--- config.mk ---
export PLATFORM = sky130hd
export DESIGN_NAME = ssia_status_image_alarms
export DESIGN_NICKNAME = d
export VERILOG_FILES = /design/src/ssia_pkg.sv /design/src/ssia_status_image_alarms.sv
export SDC_FILE = /design/constraint.sdc
export NUM_CORES = 1
export LEC_CHECK = 0
export BUFFER_PORTS_ARGS = -buffer_cell sky130_fd_sc_hd__buf_4
export CAP_MARGIN = 10
export CORE_AREA = 2 2 141 143
export CTS_CLUSTER_SIZE = 12
export DETAILED_ROUTE_END_ITERATION = 12
export DIE_AREA = 0 0 143 145
export PLACE_DENSITY = 0.83
export SYNTH_ARGS = -nofsm -noshare
export SYNTH_HDL_FRONTEND = slang
export SYNTH_SLANG_ARGS = --single-unit
--- constraint.sdc ---
create_clock -name clk -period 3 [get_ports clk]
set_input_delay 0 -clock clk [delete_from_list [all_inputs] [get_ports clk]]
set_output_delay 0 -clock clk [all_outputs]
set_load 0.02 [all_outputs]
--- src/ssia_pkg.sv ---
package ssia_pkg;

    // Avalon-MM register map (word aligned byte addresses)
    localparam logic [7:0] ADDR_MODE_CTRL = 8'h00;
    localparam logic [7:0] ADDR_PATH_CTRL = 8'h04;
    localparam logic [7:0] ADDR_FAULT_IN = 8'h08;
    localparam logic [7:0] ADDR_SAFE_IMG = 8'h0c;
    localparam logic [7:0] ADDR_PLAIN_IMG = 8'h10;
    localparam logic [7:0] ADDR_ALARM = 8'h14;
    localparam logic [7:0] ADDR_ALARM_ACK = 8'h18;
    localparam logic [7:0] ADDR_SAFE_OUT = 8'h1c;
    localparam logic [7:0] ADDR_FPARAM = 8'h20;
    localparam logic [31:0] UNMAPPED_READ = 32'hdeadbeef;

    // Status byte 0 layout
    localparam int BIT_RUN = 0;
    localparam int BIT_STANDBY = 1;
    localparam int BIT_DIRT_WARN = 2;
    localparam int BIT_DIRT_FAULT = 3;
    localparam int BIT_REF_CONTOUR = 4;
    localparam int BIT_TAMPER = 5;

    // Status byte 5 layout, safety image and plain image differ
    localparam int SAFE_BIT_USAGE = 4;
    localparam int SAFE_BIT_INTERNAL = 5;
    localparam int PLAIN_BIT_USAGE = 3;
    localparam int PLAIN_BIT_INTERNAL = 4;

    localparam int PATH_COUNT = 8;
    localparam int BASIC_PATHS = 4;
    localparam int IMG_BYTES = 6;

    // Alarm numbers
    localparam int NUM_ALARMS = 20;
    localparam logic [8:0] ALARM_NUMBER [NUM_ALARMS] = '{
        9'h040, 9'h041, 9'h042, 9'h043, 9'h044, 9'h045, 9'h046, 9'h047,
        9'h048, 9'h04b, 9'h04c, 9'h04d, 9'h04e,
        9'h100, 9'h101, 9'h102, 9'h103, 9'h104, 9'h105, 9'h106};
    localparam logic [8:0] ALARM_NUM_EXTRA = 9'h107;
    localparam logic [8:0] MAINT_FIRST = 9'h100;

    typedef enum logic [1:0] {SEV_NONE, SEV_ERROR, SEV_MAINT} ssia_sev_type;

    typedef struct packed {
        logic [8:0] number;
        ssia_sev_type severity;
        logic valid;
    } ssia_alarm_type;

    typedef struct packed {
        logic runMode;
        logic standby;
        logic dirtWarning;
        logic dirtFault;
        logic referenceContour;
        logic tamper;
        logic internalFault;
        logic usageFault;
        logic [7:0] caseNumber;
    } ssia_state_type;

    // Configured safety parameters, checked against device view
    typedef struct packed {
        logic [15:0] destAddr;
        logic [15:0] srcAddr;
        logic [15:0] wdTime;
        logic [1:0] sil;
        logic crcLen4;
        logic [1:0] paramVersion;
        logic [1:0] blockId;
    } ssia_fparam_type;

    localparam logic [1:0] SUPPORTED_VERSION = 2'h0;
    localparam logic [1:0] MAX_BLOCK_ID = 2'h1;

endpackage

--- src/ssia_status_image_alarms.sv ---
// The register offsets and the Avalon-MM slave port were decided locally.
`timescale 1ns/10ps
// Notes on behaviour
// - Byte 0 of both images: run, standby, dirt warn/fault, contour, tamper; bits 7:6 zero.
// - Bytes 1-3: safe, nonsafe, rearm-needed path bits; bit n-1 is path n.
// - Byte 4 of each image is the active monitoring case number.
// - Alarm 64 on destination address mismatch, 65 on invalid destination address.
// - Alarm 66 when the source address is invalid or incorrect.
// - Alarm 67 when watchdog time parameter is zero.
// - Alarm 68 when requested integrity level exceeds device level.
// - Alarm 69 when configured CRC length disagrees with received CRC length.
// - Alarm 70 when parameter version is unsupported.
// - Alarm 71 when parameter block consistency CRC fails.
// - Alarm 72 for device-specific or unclassified diagnostics.
// - Alarm 75 when individual parameter checksum mismatches configured value.
// - Alarm 77 when a telegram fails its data CRC.
// - Alarm 78 when a safety watchdog expires in run mode; outside run mode the expiry reports 263.
// - Alarms 64-78 are Error; 256 and above need maintenance.
// - Alarm 256 on application usage error.
// - Alarm 257 on internal device fault.
// - Alarm 258 on dirt warning; 259 on dirt fault, safety outputs off.
// - Alarm 260 and outputs off when reference contour missing.
// - Alarm 261 and outputs off when no contour over 90 degrees.
module ssia_status_image_alarms #(
    parameter int PATHS = ssia_pkg::PATH_COUNT,
    parameter logic [15:0] OWN_ADDR = 16'h0001, // arbitrary
    parameter logic [1:0] DEVICE_SIL = 2'h3,
    parameter bit EXTENDED = 1'b1
) (
    // Clock and reset
    input wire logic clk,
    input wire logic sys_rst,
    // Avalon-MM slave
    input wire logic [7:0] address,
    input wire logic read,
    input wire logic write,
    input wire logic [31:0] writedata,
    input wire logic [3:0] byteenable,
    output logic [31:0] readdata,
    output logic waitrequest,
    // Measurement side, same clock
    input wire logic [PATHS-1:0] pathSafeIn,
    input wire logic [PATHS-1:0] pathNonsafeIn,
    input wire logic [PATHS-1:0] pathRearmIn,
    input wire logic contourLostIn,
    input wire logic angleBlindIn,
    input wire logic crc1BadIn,
    input wire logic crc2BadIn,
    input wire logic iparCrcBadIn,
    input wire logic watchdogExpiredIn,
    input wire logic [1:0] rxCrcLen4In,
    // Images and alarm
    output logic [47:0] safeImage,
    output logic [47:0] plainImage,
    output ssia_pkg::ssia_alarm_type alarm,
    output logic safeOutputsOff
);

    ////////////////////////////////////////////////////////////////////////
    // Register bus
    logic [31:0] modeCtrl_q;
    logic [31:0] pathCtrl_q;
    logic [31:0] faultCtrl_q;
    logic [31:0] fparam_q;
    logic [31:0] fparamHi_q;
    logic [31:0] readdata_q;
    logic ack_q;
    logic [ssia_pkg::NUM_ALARMS-1:0] pend_q;

    wire access = (read | write) & ~ack_q;
    assign waitrequest = (read | write) & ~ack_q;

    wire wrMode = write & ack_q & (address == ssia_pkg::ADDR_MODE_CTRL);
    wire wrPath = write & ack_q & (address == ssia_pkg::ADDR_PATH_CTRL);
    wire wrFault = write & ack_q & (address == ssia_pkg::ADDR_FAULT_IN);
    wire wrAck = write & ack_q & (address == ssia_pkg::ADDR_ALARM_ACK);
    wire wrParam = write & ack_q & (address == ssia_pkg::ADDR_FPARAM);
    wire wrParamHi = write & ack_q & (address == ssia_pkg::ADDR_SAFE_OUT);

    function automatic logic [31:0] merge(input logic [31:0] old, input logic [31:0] nw, input logic [3:0] be);
        logic [31:0] r;
        r = old;
        for (int i = 0; i < 4; i++) begin
            if (be[i]) begin
                r[i*8 +: 8] = nw[i*8 +: 8];
            end
        end
        return r;
    endfunction

    ////////////////////////////////////////////////////////////////////////
    // Device state assembled from software and measurement inputs
    ssia_pkg::ssia_state_type st;
    ssia_pkg::ssia_fparam_type fp;
    assign st.runMode = modeCtrl_q[ssia_pkg::BIT_RUN];
    assign st.standby = modeCtrl_q[ssia_pkg::BIT_STANDBY];
    assign st.dirtWarning = modeCtrl_q[ssia_pkg::BIT_DIRT_WARN];
    assign st.dirtFault = modeCtrl_q[ssia_pkg::BIT_DIRT_FAULT];
    assign st.referenceContour = contourLostIn;
    assign st.tamper = angleBlindIn;
    assign st.internalFault = faultCtrl_q[1];
    assign st.usageFault = faultCtrl_q[0];
    assign st.caseNumber = modeCtrl_q[15:8];
    // Low word holds watchdog, level, CRC length, version and block id: 23 bits
    assign fp = {fparamHi_q, fparam_q[22:0]};

    // Paths 5..8 only with the extended package
    localparam int LIVE = EXTENDED ? PATHS : ssia_pkg::BASIC_PATHS;
    logic [7:0] safeBits;
    logic [7:0] nonsafeBits;
    logic [7:0] rearmBits;
    genvar g;
    generate
        for (g = 0; g < 8; g++) begin : gPath
            if (g < LIVE && g < PATHS) begin : gLive
                assign safeBits[g] = pathSafeIn[g] & pathCtrl_q[g] & ~safeOutputsOff;
                assign nonsafeBits[g] = pathNonsafeIn[g];
                assign rearmBits[g] = pathRearmIn[g];
            end else begin : gAbsent
                assign safeBits[g] = 1'b0;
                assign nonsafeBits[g] = 1'b0;
                assign rearmBits[g] = 1'b0;
            end
        end
    endgenerate

    // Dirt fault, contour loss and tamper override every safety output
    wire forceOff = st.dirtFault | st.referenceContour | st.tamper;

    wire [7:0] byte0 = {2'b00, st.tamper, st.referenceContour, st.dirtFault, st.dirtWarning,
                        st.standby, st.runMode};
    logic [7:0] safeByte5;
    logic [7:0] plainByte5;
    always_comb begin
        safeByte5 = 8'h00;
        safeByte5[ssia_pkg::SAFE_BIT_USAGE] = st.usageFault;
        safeByte5[ssia_pkg::SAFE_BIT_INTERNAL] = st.internalFault;
        plainByte5 = 8'h00;
        plainByte5[ssia_pkg::PLAIN_BIT_USAGE] = st.usageFault;
        plainByte5[ssia_pkg::PLAIN_BIT_INTERNAL] = st.internalFault;
    end

    ////////////////////////////////////////////////////////////////////////
    // Alarm conditions, index order matches the number table
    logic [ssia_pkg::NUM_ALARMS-1:0] cond;
    logic extraCond;
    always_comb begin
        cond = '0;
        cond[0] = (fp.destAddr != OWN_ADDR) && (fp.destAddr != 16'h0000) && (fp.destAddr != 16'hffff);
        cond[1] = (fp.destAddr == 16'h0000) || (fp.destAddr == 16'hffff);
        cond[2] = (fp.srcAddr == 16'h0000) || (fp.srcAddr == OWN_ADDR);
        cond[3] = fp.wdTime == 16'h0000;
        cond[4] = fp.sil > DEVICE_SIL;
        cond[5] = (fp.crcLen4 ? 2'h1 : 2'h0) != rxCrcLen4In;
        cond[6] = fp.paramVersion != ssia_pkg::SUPPORTED_VERSION;
        cond[7] = crc1BadIn;
        cond[8] = faultCtrl_q[2];
        cond[9] = iparCrcBadIn;
        cond[10] = fp.blockId > ssia_pkg::MAX_BLOCK_ID;
        cond[11] = crc2BadIn;
        // Outside run mode an expiry means inactive comms, reported as 263
        cond[12] = watchdogExpiredIn & st.runMode;
        cond[13] = st.usageFault;
        cond[14] = st.internalFault;
        cond[15] = st.dirtWarning;
        cond[16] = st.dirtFault;
        cond[17] = st.referenceContour;
        cond[18] = st.tamper;
        cond[19] = faultCtrl_q[3];
        extraCond = watchdogExpiredIn & ~st.runMode;
    end

    // Lowest pending index reported first
    logic [4:0] sel;
    logic any;
    always_comb begin
        sel = '0;
        any = 1'b0;
        for (int i = ssia_pkg::NUM_ALARMS - 1; i >= 0; i--) begin
            if (pend_q[i]) begin
                sel = 5'(i);
                any = 1'b1;
            end
        end
    end

    ssia_pkg::ssia_alarm_type alarm_d;
    always_comb begin
        alarm_d = '0;
        if (any) begin
            alarm_d.valid = 1'b1;
            alarm_d.number = ssia_pkg::ALARM_NUMBER[sel];
        end else if (extraCond) begin
            alarm_d.valid = 1'b1;
            alarm_d.number = ssia_pkg::ALARM_NUM_EXTRA;
        end
        if (alarm_d.valid) begin
            alarm_d.severity = (alarm_d.number >= ssia_pkg::MAINT_FIRST) ?
                ssia_pkg::SEV_MAINT : ssia_pkg::SEV_ERROR;
        end
    end

    // Set wins over acknowledge clear
    wire [ssia_pkg::NUM_ALARMS-1:0] ackMask = wrAck ? writedata[ssia_pkg::NUM_ALARMS-1:0] : '0;
    wire [ssia_pkg::NUM_ALARMS-1:0] pend_d = (pend_q & ~ackMask) | cond;

    logic [31:0] rd;
    always_comb begin
        case (address)
            ssia_pkg::ADDR_MODE_CTRL: rd = modeCtrl_q;
            ssia_pkg::ADDR_PATH_CTRL: rd = pathCtrl_q;
            ssia_pkg::ADDR_FAULT_IN: rd = faultCtrl_q;
            ssia_pkg::ADDR_SAFE_IMG: rd = {safeImage[31:0]};
            ssia_pkg::ADDR_PLAIN_IMG: rd = {plainImage[31:0]};
            ssia_pkg::ADDR_ALARM: rd = {20'h00000, alarm};
            ssia_pkg::ADDR_ALARM_ACK: rd = {12'h000, pend_q};
            ssia_pkg::ADDR_SAFE_OUT: rd = fparamHi_q;
            ssia_pkg::ADDR_FPARAM: rd = fparam_q;
            default: rd = ssia_pkg::UNMAPPED_READ;
        endcase
    end

    ////////////////////////////////////////////////////////////////////////
    always_ff @(posedge clk) begin
        if (sys_rst) begin
            ack_q <= 1'b0;
            readdata_q <= 32'h00000000;
        end else begin
            ack_q <= access;
            readdata_q <= rd;
        end
    end
    assign readdata = readdata_q;

    always_ff @(posedge clk) begin
        if (sys_rst) begin
            modeCtrl_q <= 32'h00000000;
            pathCtrl_q <= 32'h00000000;
            faultCtrl_q <= 32'h00000000;
        end else begin
            if (wrMode) modeCtrl_q <= merge(modeCtrl_q, writedata, byteenable);
            if (wrPath) pathCtrl_q <= merge(pathCtrl_q, writedata, byteenable);
            if (wrFault) faultCtrl_q <= merge(faultCtrl_q, writedata, byteenable);
        end
    end

    always_ff @(posedge clk) begin
        if (sys_rst) begin
            fparam_q <= 32'h00000000;
            fparamHi_q <= 32'h00000000;
        end else begin
            if (wrParam) fparam_q <= merge(fparam_q, writedata, byteenable);
            if (wrParamHi) fparamHi_q <= merge(fparamHi_q, writedata, byteenable);
        end
    end

    always_ff @(posedge clk) begin
        if (sys_rst) begin
            pend_q <= '0;
            alarm <= '0;
            safeOutputsOff <= 1'b1;
            safeImage <= 48'h000000000000;
            plainImage <= 48'h000000000000;
        end else begin
            pend_q <= pend_d;
            alarm <= alarm_d;
            safeOutputsOff <= forceOff;
            safeImage <= {safeByte5, st.caseNumber, rearmBits, nonsafeBits, safeBits, byte0};
            plainImage <= {plainByte5, st.caseNumber, rearmBits, nonsafeBits, safeBits, byte0};
        end
    end

endmodule

Word level (Yosys, flattened, before mapping). Memories as Yosys holds them, arrays and structs flattened. Index checks and enable logic that the tools add are counted.

Bits in registers: 282. Bits in latches: 0. Bits in writable memories: 0. ROM bits: 288. Input bits: 80. Output and inout bits: 142. Word-level logic and storage cells: 166. Memories kept: 1.

Add/subtract/negate cells: 0. Multipliers: 0. Divide/modulo/power cells: 0. Magnitude comparators: 4. Eq/ne operators: 13. Shift-type cells: 0. Multiplexer cells: 50. Bitwise logic cells: 37. Reductions and logical operators: 31.

Memory list: (name not given) (words 32, bits a word 9, rd ports 1, clocked after memory_dff 0, wr ports 0, RTL line ssia_status_image_alarms.sv:192) `alarm_d.number = ssia_pkg::ALARM_NUMBER[sel];`.

Operator list (count): 32-bit one-hot mux with 9 select lines (1); 5-bit 2-to-1 mux (20); 16-bit zero test (3); 2-bit AND reduction (20); 9-bit 2-to-1 mux (4); 8-bit by 5-bit == test with 1-bit output, second input constant (4); 1-bit bitwise AND (26); 1-bit 2-to-1 mux (23); 20-bit bitwise AND (1); 20-bit 2-to-1 mux (1); 20-bit NOT (1); 20-bit bitwise OR (1); 16-bit by 1-bit == test with 1-bit output, second input constant (1); 16-bit == test, second input constant (1); 8-bit by 4-bit == test with 1-bit output, second input constant (2); 16-bit by 1-bit inequality test with 1-bit output, second input constant (1); 16-bit inequality test, second input constant (1); 16-bit nonzero test (1); 9-bit >= comparator, second input constant (1); 8-bit by 3-bit == test with 1-bit output, second input constant (1); 8-bit by 6-bit == test with 1-bit output, second input constant (1); 8-bit zero test (1); 6-bit >= comparator, second input constant (1); 5-bit NOT with 6-bit output (1); other kinds (10) (17).

Logic depth before layout (Yosys ltp). Gate-level depths: netlist of run 1.

Depth after elaboration: 27. Gate-level depth with buffers: 10. Mapped depth without buffers: 10.

Worst setup path after synthesis of run 1. OpenSTA, ideal clock, no wires.

Path type: reg2reg. Start point: reg pend_q[6] in the netlist's numbering. End point: reg alarm[5] in the netlist's numbering. Setup time: 116 ps. Arrival time: 1917 ps. Data required time: 2884 ps. Slack: 967 ps. Cell stages (with the launch flop): 9. Path buffers: 0. Period minus slack after synthesis: 2033 ps. Path through: dfxtp_1 -> or3_1 -> a221o_1 -> a21oi_1 -> o21ai_0 -> ha_1 -> a21oi_1 -> nand3_1 -> o211a_1.

Longest elaborated chain between the ends: 12. Elaborated cells on any way between the ends: 19. Classes of those cells: mux (17); bitwise (1); memory (1).

Ends and longest elaborated chain: start: declaration (RTL line ssia_status_image_alarms.sv:68) `logic [ssia_pkg::NUM_ALARMS-1:0] pend_q;`; start signal: assignment (RTL line ssia_status_image_alarms.sv:265) `pend_q <= pend_d;`; 5-bit 2-to-1 mux (7 in a row) (RTL line ssia_status_image_alarms.sv:180) `if (pend_q[i]) begin`; 5-bit NOT with 6-bit output (implied by the code) (RTL line ssia_status_image_alarms.sv:192); memory read 32 x 9 bit; 9-bit 2-to-1 mux (implied by the code) (2 in a row) (RTL line ssia_status_image_alarms.sv:192); 9-bit 2-to-1 mux (*) (RTL line ssia_status_image_alarms.sv:190) `if (any) begin`; end signal: assignment (RTL line ssia_status_image_alarms.sv:266) `alarm <= alarm_d;`; end: declaration (RTL line ssia_status_image_alarms.sv:55) `output ssia_pkg::ssia_alarm_type alarm,`.

Mark *: on every way between the ends. The rest lies on a longest branch, timed or not. The select of a mux whose other input is x is not followed. A chain may end at the register's enable or synchronous reset.

Worst setup path after layout of run 1.
Start point: reg ack_q. End point: reg pend_q[5] in the netlist's numbering.

Longest elaborated chain between the ends: 6.

Ends and longest elaborated chain: start: declaration (RTL line ssia_status_image_alarms.sv:67) `logic ack_q;`; start signal: assignment (RTL line ssia_status_image_alarms.sv:229) `ack_q <= access;`; 1-bit bitwise AND (2 in a row) (RTL line ssia_status_image_alarms.sv:76) `wire wrAck = write & ack_q & (address == ssia_pkg::ADDR_ALARM_ACK);`; 20-bit 2-to-1 mux (RTL line ssia_status_image_alarms.sv:204) `wire [ssia_pkg::NUM_ALARMS-1:0] ackMask = wrAck ? writedata[ssia_pkg::NUM_ALARMS-1:0] : '0;`; 20-bit NOT (RTL line ssia_status_image_alarms.sv:205) `wire [ssia_pkg::NUM_ALARMS-1:0] pend_d = (pend_q & ~ackMask) | cond;`; 20-bit bitwise AND (RTL line ssia_status_image_alarms.sv:205); 20-bit bitwise OR (RTL line ssia_status_image_alarms.sv:205).

Every way passes these cells.

==> metrics.md, run 1 <==
| Metric | Value |
|---|---|
| Pwr dens | `516 nW/um^2` |
| Worst setup skew after layout | `0.0137 ns` |
| Uppermost layer routed | `met4` |
| Crit-path leading delay family | `buffers and inverters` |
| Warnings, synthesis | `0` |
| Final-report setup violation count | `0` |
| Critical Path Source Type | `flip-flop` |
| Netlist area before placement | `11100 sq um` |
| Synth top area cells | `dfxtp_1 (47%), mux2i_1 (13%), nor2_1 (5.9%)` |
| Endpoint class of the critical path | `flip-flop` |
| Overall Global Routing Usage | `0.327` |
| Initial antenna violation count | `0` |
| Pre-CTS WS | `0.678 ns` |
| Top Ports | `222` |
| Finished Layout Cells | `1722` |
| Final period util | `0.797` |
| Post-Syn Area per Cell | `9.01 sq um` |
| Leakage | `0.00560 uW` |
| WHS | `0.0945 ns` |
| Count of input and output buffers | `202` |
| Proportion of synthesized chip area in sequential cells | `0.474` |
| Library cell with the highest instance count after synthesis | `dfxtp_1` |
| Final count of pins violating max slew | `0` |
| Critical path data arrival time | `2.79 ns` |
| RD Place Congestion | `0.935` |
| HPWL Detailed | `23500 um` |
| Share of flip-flops with an asynchronous set or reset | `0` |
| Initial standard-cell utilization of the core | `0.578` |
| Wire length on met1 | `13700 um` |
| Routed length per placed instance | `20.4 um` |
| Total wirelength of the detailed-routed design | `35100 um` |
| Area growth syn-to-layout | `26.5%` |
| Violation count after the first detailed-routing iteration | `1440` |
| Switching part of the total | `0.234` |
| Die Outline Area | `20700 sq um` |
| Setup repair after global routing missed its margin | `no` |
| Required arrival time at the worst endpoint | `3.40 ns` |
| Antenna cells | `0` |
| IR Drop Worst-Case VDD | `0.389 mV` |
| Die span in y | `145 um` |
| Count of endpoints failing hold in the final timing report | `0` |
| Time the worst path needs with I/O delays and setup | `2.39 ns` |
| Fin nets | `1535` |
| Post-layout worst setup margin | `0.610 ns` |
| Htree depth | `1` |
| Most Frequent Cell on Critical Path | `nand2_1` |
| Die span in x | `143 um` |
| Buffers & Inverters on Critical Path | `2` |
| Highest achievable clock rate | `0.418 GHz` |
| Count of vias placed by the detailed router | `10400` |
| Met2 WL | `16400 um` |
| Finished Core Util | `0.731` |
| Clock share of power | `0.418` |
| Master of the slowest instance on the critical path | `dfxtp_1` |
| Switching power of the nets | `1690 uW` |
| Number of nets with antenna violations after routing | `0` |
| Vias per std cell | `6.01` |
| Area of the core | `19200 sq um` |
| Result of the run | `finished clean` |
| Buffer cell driving the clock tree root | `clkbuf_16` |
| Relative max-transition margin | `0.333` |
| Worst skew pair latency | `0.53 ns` |
| Fraction of power consumed by combinational cells | `0.087` |
| Max-cap viol count | `0` |
| Path category of the worst min-delay check | `input pin to flip-flop` |
| Flop pwr share | `0.495` |
| Crit path kind | `flip-flop to flip-flop` |
| Share of cells above drive strength 1 | `0.198` |
| Clock-pin slew on the worst setup and hold paths | `0.06 ns` |
| Number of global-route vias before repair | `9946` |
| Maximum fanout along the worst path | `11` |
| Synth unique cells | `53` |
| First-pass GRT wire length | `53900 um` |
| Main flop type after synthesis | `dfxtp_1` |
| Internal power | `5550 uW` |
| Overflow left after global routing | `0` |
| Number of placement rows | `51` |
| Sum of met3 wire segment lengths after detailed routing | `3820 um` |
| Cell breakdown of the critical path | `nand2_1 > nor4_2 > buf_4 > nand2_1 > a211oi_1 > dlygate4sd3_1 > nor2_1` |
| CTS tree | `built` |
| Sinks on the clock net | `263` |
| Number of buffers added by the clock tree synthesis step | `26` |
| Clock Path Buffers | `3` |
| Largest stage delay on the critical path | `0.60 ns` |
| Cell count after synthesis | `1232` |
| First-pass iteration count of the detailed router | `8` |
| Area share of the largest cell type after synthesis | `0.474` |
| Number of flops mapped to enable cells by yosys | `0` |
| List of most frequent post-synthesis cells | `dfxtp_1 (263), nor2_1 (175), mux2i_1 (146), nand2_1 (142), a21oi_1 (95)` |
| Largest net degree at the start of global routing | `95` |
| Placed Cells incl. Taps | `1609` |
| Cell type with the largest total area after synthesis | `dfxtp_1` |
| Setup TNS Final | `0 ns` |
| Worst-Margin Slew | `0.998 ns` |
| Flop and latch count out of synthesis | `263` |
| Remaining DRCs | `0` |
## path summary, 6_finish.rpt
kind	slack (ns)	start	cells after the start	to
setup / recovery	0.61	ack_q	7	pend_q[5]
hold / removal	0.09	address[6]	4	readdata[5]
setup reg to reg	0.61	ack_q	7	pend_q[5]
hold reg to reg	0.45	faultCtrl_q[5]	2	faultCtrl_q[5]
## state kept, by name, indices dropped and copies added (netlist names)
register	count
fparam_q	32
safeOutputsOff	1
fparamHi_q	32
modeCtrl_q	32
pend_q	20
faultCtrl_q	32
readdata	32
pathCtrl_q	32
ack_q	1
plainImage	40
alarm	9
## cell usage in the layout, fill, tap and decap left out, types with 14 or more instances in the layout
cell and count:
mux2i_1 146, clkbuf_16 27, a22oi_1 21, dlygate4sd3_1 79
dfxtp_1 263, a222oi_1 14, buf_4 224, nor2b_1 35
a31oi_1 15, conb_1 19, nor2_1 174, o21ai_0 30
a21oi_1 94, nand2_1 142, nor4_1 15, a221oi_1 20
## power groups by stage
| stage | logic (uW) | clock network, uW | registers [uW] |
|---|---|---|---|
| 2_1_floorplan | 258 | 0 | 3690 |
| 3_3_place_gp | 527 | 0 | 3660 |
| 3_5_place_dp | 531 | 0 | 3660 |
| 4_1_cts | 617 | 3030 | 3580 |
| 5_1_grt | 663 | 3170 | 3590 |
| 6_report | 633 | 3020 | 3580 |
## routing by layer
metal	GRT usage	vias to the layer above
li1	-	4645
met1	0.439	4915
met2	0.518	688
met3	0.0594	108
met4	0.135	0
met5	0	-
## worst register-to-register path, stage by stage (launching register included)
cell           delay, ns
dfxtp_1             0.60
nand2_1             0.12
nor4_2              0.33
buf_4               0.25
nand2_1             0.10
a211oi_1            0.24
dlygate4sd3_1       0.59
nor2_1              0.05
## cells by family (layout without fill, tap and decap cells)
group,after synthesis,after routing,share of synthesized area
compound gates,220,220,0.127
fa+ha+maj,4,4,0.00451
buf+inv,140,347,0.0689
flops,263,263,0.474
other cells,1,19,0.000338
mux,150,150,0.136
xor+xnor,1,1,0.000789
simple gates,453,453,0.189
## cell type report
class                      instances  area [sq um]
timing repair buffer             304          2480
inverter                           9          33.8
tap                              265           332
sequential                       263          5270
fill                            1407          5170
clock buffer                      34           762
multi-input combinational        847          5160
## stage by stage
stage	area (sq um)	total power (uW)
floorplan	11200	3950
global placement	12500	4180
detailed placement	12500	4190
CTS	14000	7230
global route	14000	7420
finish	14000	7240
## what timing repair did
item                      4_1_cts  5_1_grt
hold endpoints to repair      213        0
resized for setup               0        0
buffers inserted                0        0
hold buffers                   79        0
No activity file was read; power rests on OpenSTA's default activity.
==> run 2: changes to the inputs <==
- CORE_AREA: 2 2 141 143 -> 2 2 152 154
- DIE_AREA: 0 0 143 145 -> 0 0 154 156
- PLACE_DENSITY: 0.83 -> 0.76
- clock period: 3 -> 2 ns (I/O delays scaled with it)
==> run 2 against run 1 <==
Against the previous run: the run now ends with negative setup slack left; first-iteration DRC count fell by 23%; global-route usage fell by 4.3 points; sequential cell count did not move; power rose by 58%; cell count rose by 5.0%; count of clock-buffer cells in the layout rose by 4; sequential power rose by 50%; critical endpoint is now alarm[4].
==> metrics.md, run 2 (synthesis gave the netlist of run 1 again) <==
| Metric | Value |
|---|---|
| Result of the run | `finished, violations left` |
| Violations in the final reports | `negative setup slack` |
| Area growth syn-to-layout | `33.3%` |
| Pre-CTS WS | `-0.0792 ns` |
| Final count of pins violating max slew | `0` |
| Initial standard-cell utilization of the core | `0.496` |
| Critical Path Source Type | `flip-flop` |
| Time the worst path needs with I/O delays and setup | `2.01 ns` |
| Die Outline Area | `24000 sq um` |
| Count of endpoints failing hold in the final timing report | `0` |
| Number of flip-flops under the largest register name | `40` |
| Die span in y | `156 um` |
| Biggest register | `plainImage` |
| Filler cell count | `1726` |
| Max-cap viol count | `0` |
| First-pass GRT wire length | `54200 um` |
| Worst skew pair latency | `0.54 ns` |
| Overall Global Routing Usage | `0.285` |
| IR Drop Worst-Case VDD | `0.469 mV` |
| Top Ports | `222` |
| Worst r2r path cells | `9` |
| Largest stage delay on the critical path | `0.37 ns` |
| Cell breakdown of the critical path | `nor2_1 > o311ai_1 > a31o_2 > and3_1 > inv_1 > ha_1 > a311oi_2 > a41oi_1 > nor2_1` |
| Relative max-transition margin | `0.522` |
| Placed Area | `13200 sq um` |
| Total wirelength of the detailed-routed design | `35600 um` |
| Worst-Margin Slew | `0.711 ns` |
| Uppermost layer routed | `met5` |
| Pwr Total | `11500 uW` |
| Setup TNS Final | `-0.0101 ns` |
| Buffers inserted during post-CTS setup optimization | `0` |
| Antenna cells | `0` |
| Violation count after the first detailed-routing iteration | `1106` |
| Post-layout worst setup margin | `-0.0101 ns` |
| Die span in x | `154 um` |
| RD Place Congestion | `0.919` |
| Number of placement rows | `55` |
| First-pass iteration count of the detailed router | `6` |
| Worst setup skew after layout | `0.0186 ns` |
| Largest net degree at the start of global routing | `107` |
| Share of cells above drive strength 1 | `0.236` |
| Vias per std cell | `5.75` |
| Number of nets with antenna violations after routing | `0` |
| Area of the core | `22400 sq um` |
| Endpoint class of the critical path | `flip-flop` |
| Top library cells by usage in the layout, fill and taps aside | `buf_4 (269), dfxtp_1 (262), nor2_1 (174), mux2i_1 (146), nand2_1 (142)` |
| Final period util | `1.01` |
| CTS tree | `built` |
| Pwr dens | `775 nW/um^2` |
| Initial antenna violation count | `1` |
| Count of vias placed by the detailed router | `10400` |
| Highest achievable clock rate | `0.497 GHz` |
| Remaining DRCs | `0` |
| Sum of met3 wire segment lengths after detailed routing | `3520 um` |
| Number of global-route vias before repair | `9808` |
| Final-report setup violation count | `1` |
| Count of input and output buffers | `202` |
| Sinks on the clock net | `263` |
| Met2 WL | `16100 um` |
| Master of the slowest instance on the critical path | `dfxtp_1` |
| Total area of multi-input combinational cells | `5180 sq um` |
| Required arrival time at the worst endpoint | `2.48 ns` |
| Leakage | `0.00597 uW` |
| Non-Filler Cell Area, Final | `14800 sq um` |
| Most Frequent Cell on Critical Path | `nor2_1` |
| Htree depth | `1` |
| Fin nets | `1591` |
| Wire length on met1 | `14800 um` |
| Clock Path Buffers | `3` |
| Setup repair after global routing missed its margin | `yes` |
| Storage cell area | `5270 sq um` |
| Placed Cells incl. Taps | `1690` |
| Path category of the worst min-delay check | `input pin to flip-flop` |
| Routed length per placed instance | `19.7 um` |
| Crit path kind | `flip-flop to flip-flop` |
| Buffer cell driving the clock tree root | `clkbuf_16` |
| Worst Hold Path Cells | `5` |
| Finished Layout Cells | `1808` |
| Number of buffers added by the clock tree synthesis step | `28` |
| Critical path data arrival time | `2.49 ns` |
| Maximum fanout along the worst path | `4` |
| Overflow left after global routing | `0` |
| Clock-pin slew on the worst setup and hold paths | `0.06 ns` |
| HPWL Detailed | `24700 um` |
| Most common cell after layout, fill and taps aside | `buf_4` |
## run 2: repair_timing
| action | CTS | global route |
|---|---|---|
| setup endpoints to repair | 4 | 7 |
| endpoints found under the hold margin | 223 | 0 |
| cloned | 0 | 0 |
| gates resized for setup | 4 | 3 |
| pin swaps | 1 | 5 |
| hold buffers | 72 | 0 |
## run 2: per-layer routing
metal	vias to the layer above	track usage
met5	-	0
met1	4922	0.389
met4	2	0.0997
met2	602	0.453
li1	4776	-
met3	98	0.0522
## run 2: cell type report
type                            count  share of cell area
Clock buffer                       38              0.0520
Inverter                            9             0.00228
Sequential cell                   263               0.356
Multi-Input combinational cell    847               0.350
Clock inverter                      8             0.00778
Timing Repair Buffer              358               0.208
Tap cell                          285              0.0241
## run 2: per-stage QoR
step                       util  hold slack (ns)
after floorplan               -           0.0879
after global placement    0.589            0.209
after detailed placement  0.589            0.216
after CTS                 0.661           0.0521
after global routing      0.661           0.0934
final                     0.661           0.0677
## run 2: where the power goes
| group | leakage (uW) | switching (uW) | internal [uW] |
|---|---|---|---|
| registers | 0.00214 | 57.9 | 5310 |
| logic | 0.00340 | 563 | 435 |
| clock network | 0.000436 | 2040 | 3050 |
## run 2: final timing paths
kind	start	end	slack, ns
worst min register to register	faultCtrl_q[31]	faultCtrl_q[31]	0.45
worst min-delay path	byteenable[1]	fparam_q[10]	0.07
worst max-delay path	pend_q[18]	alarm[4]	-0.01
worst max register to register	pend_q[18]	alarm[4]	-0.01
## run 2: critical path: cells and delay by family (launching register included)
family                   cells  cell delay (ns)
AO/OA/AOI/OAI                4             0.79
adder cells (fa/ha/maj)      1             0.31
flip-flops                   1             0.37
AND/OR/NAND/NOR              3             0.39
buffers and inverters        1             0.09
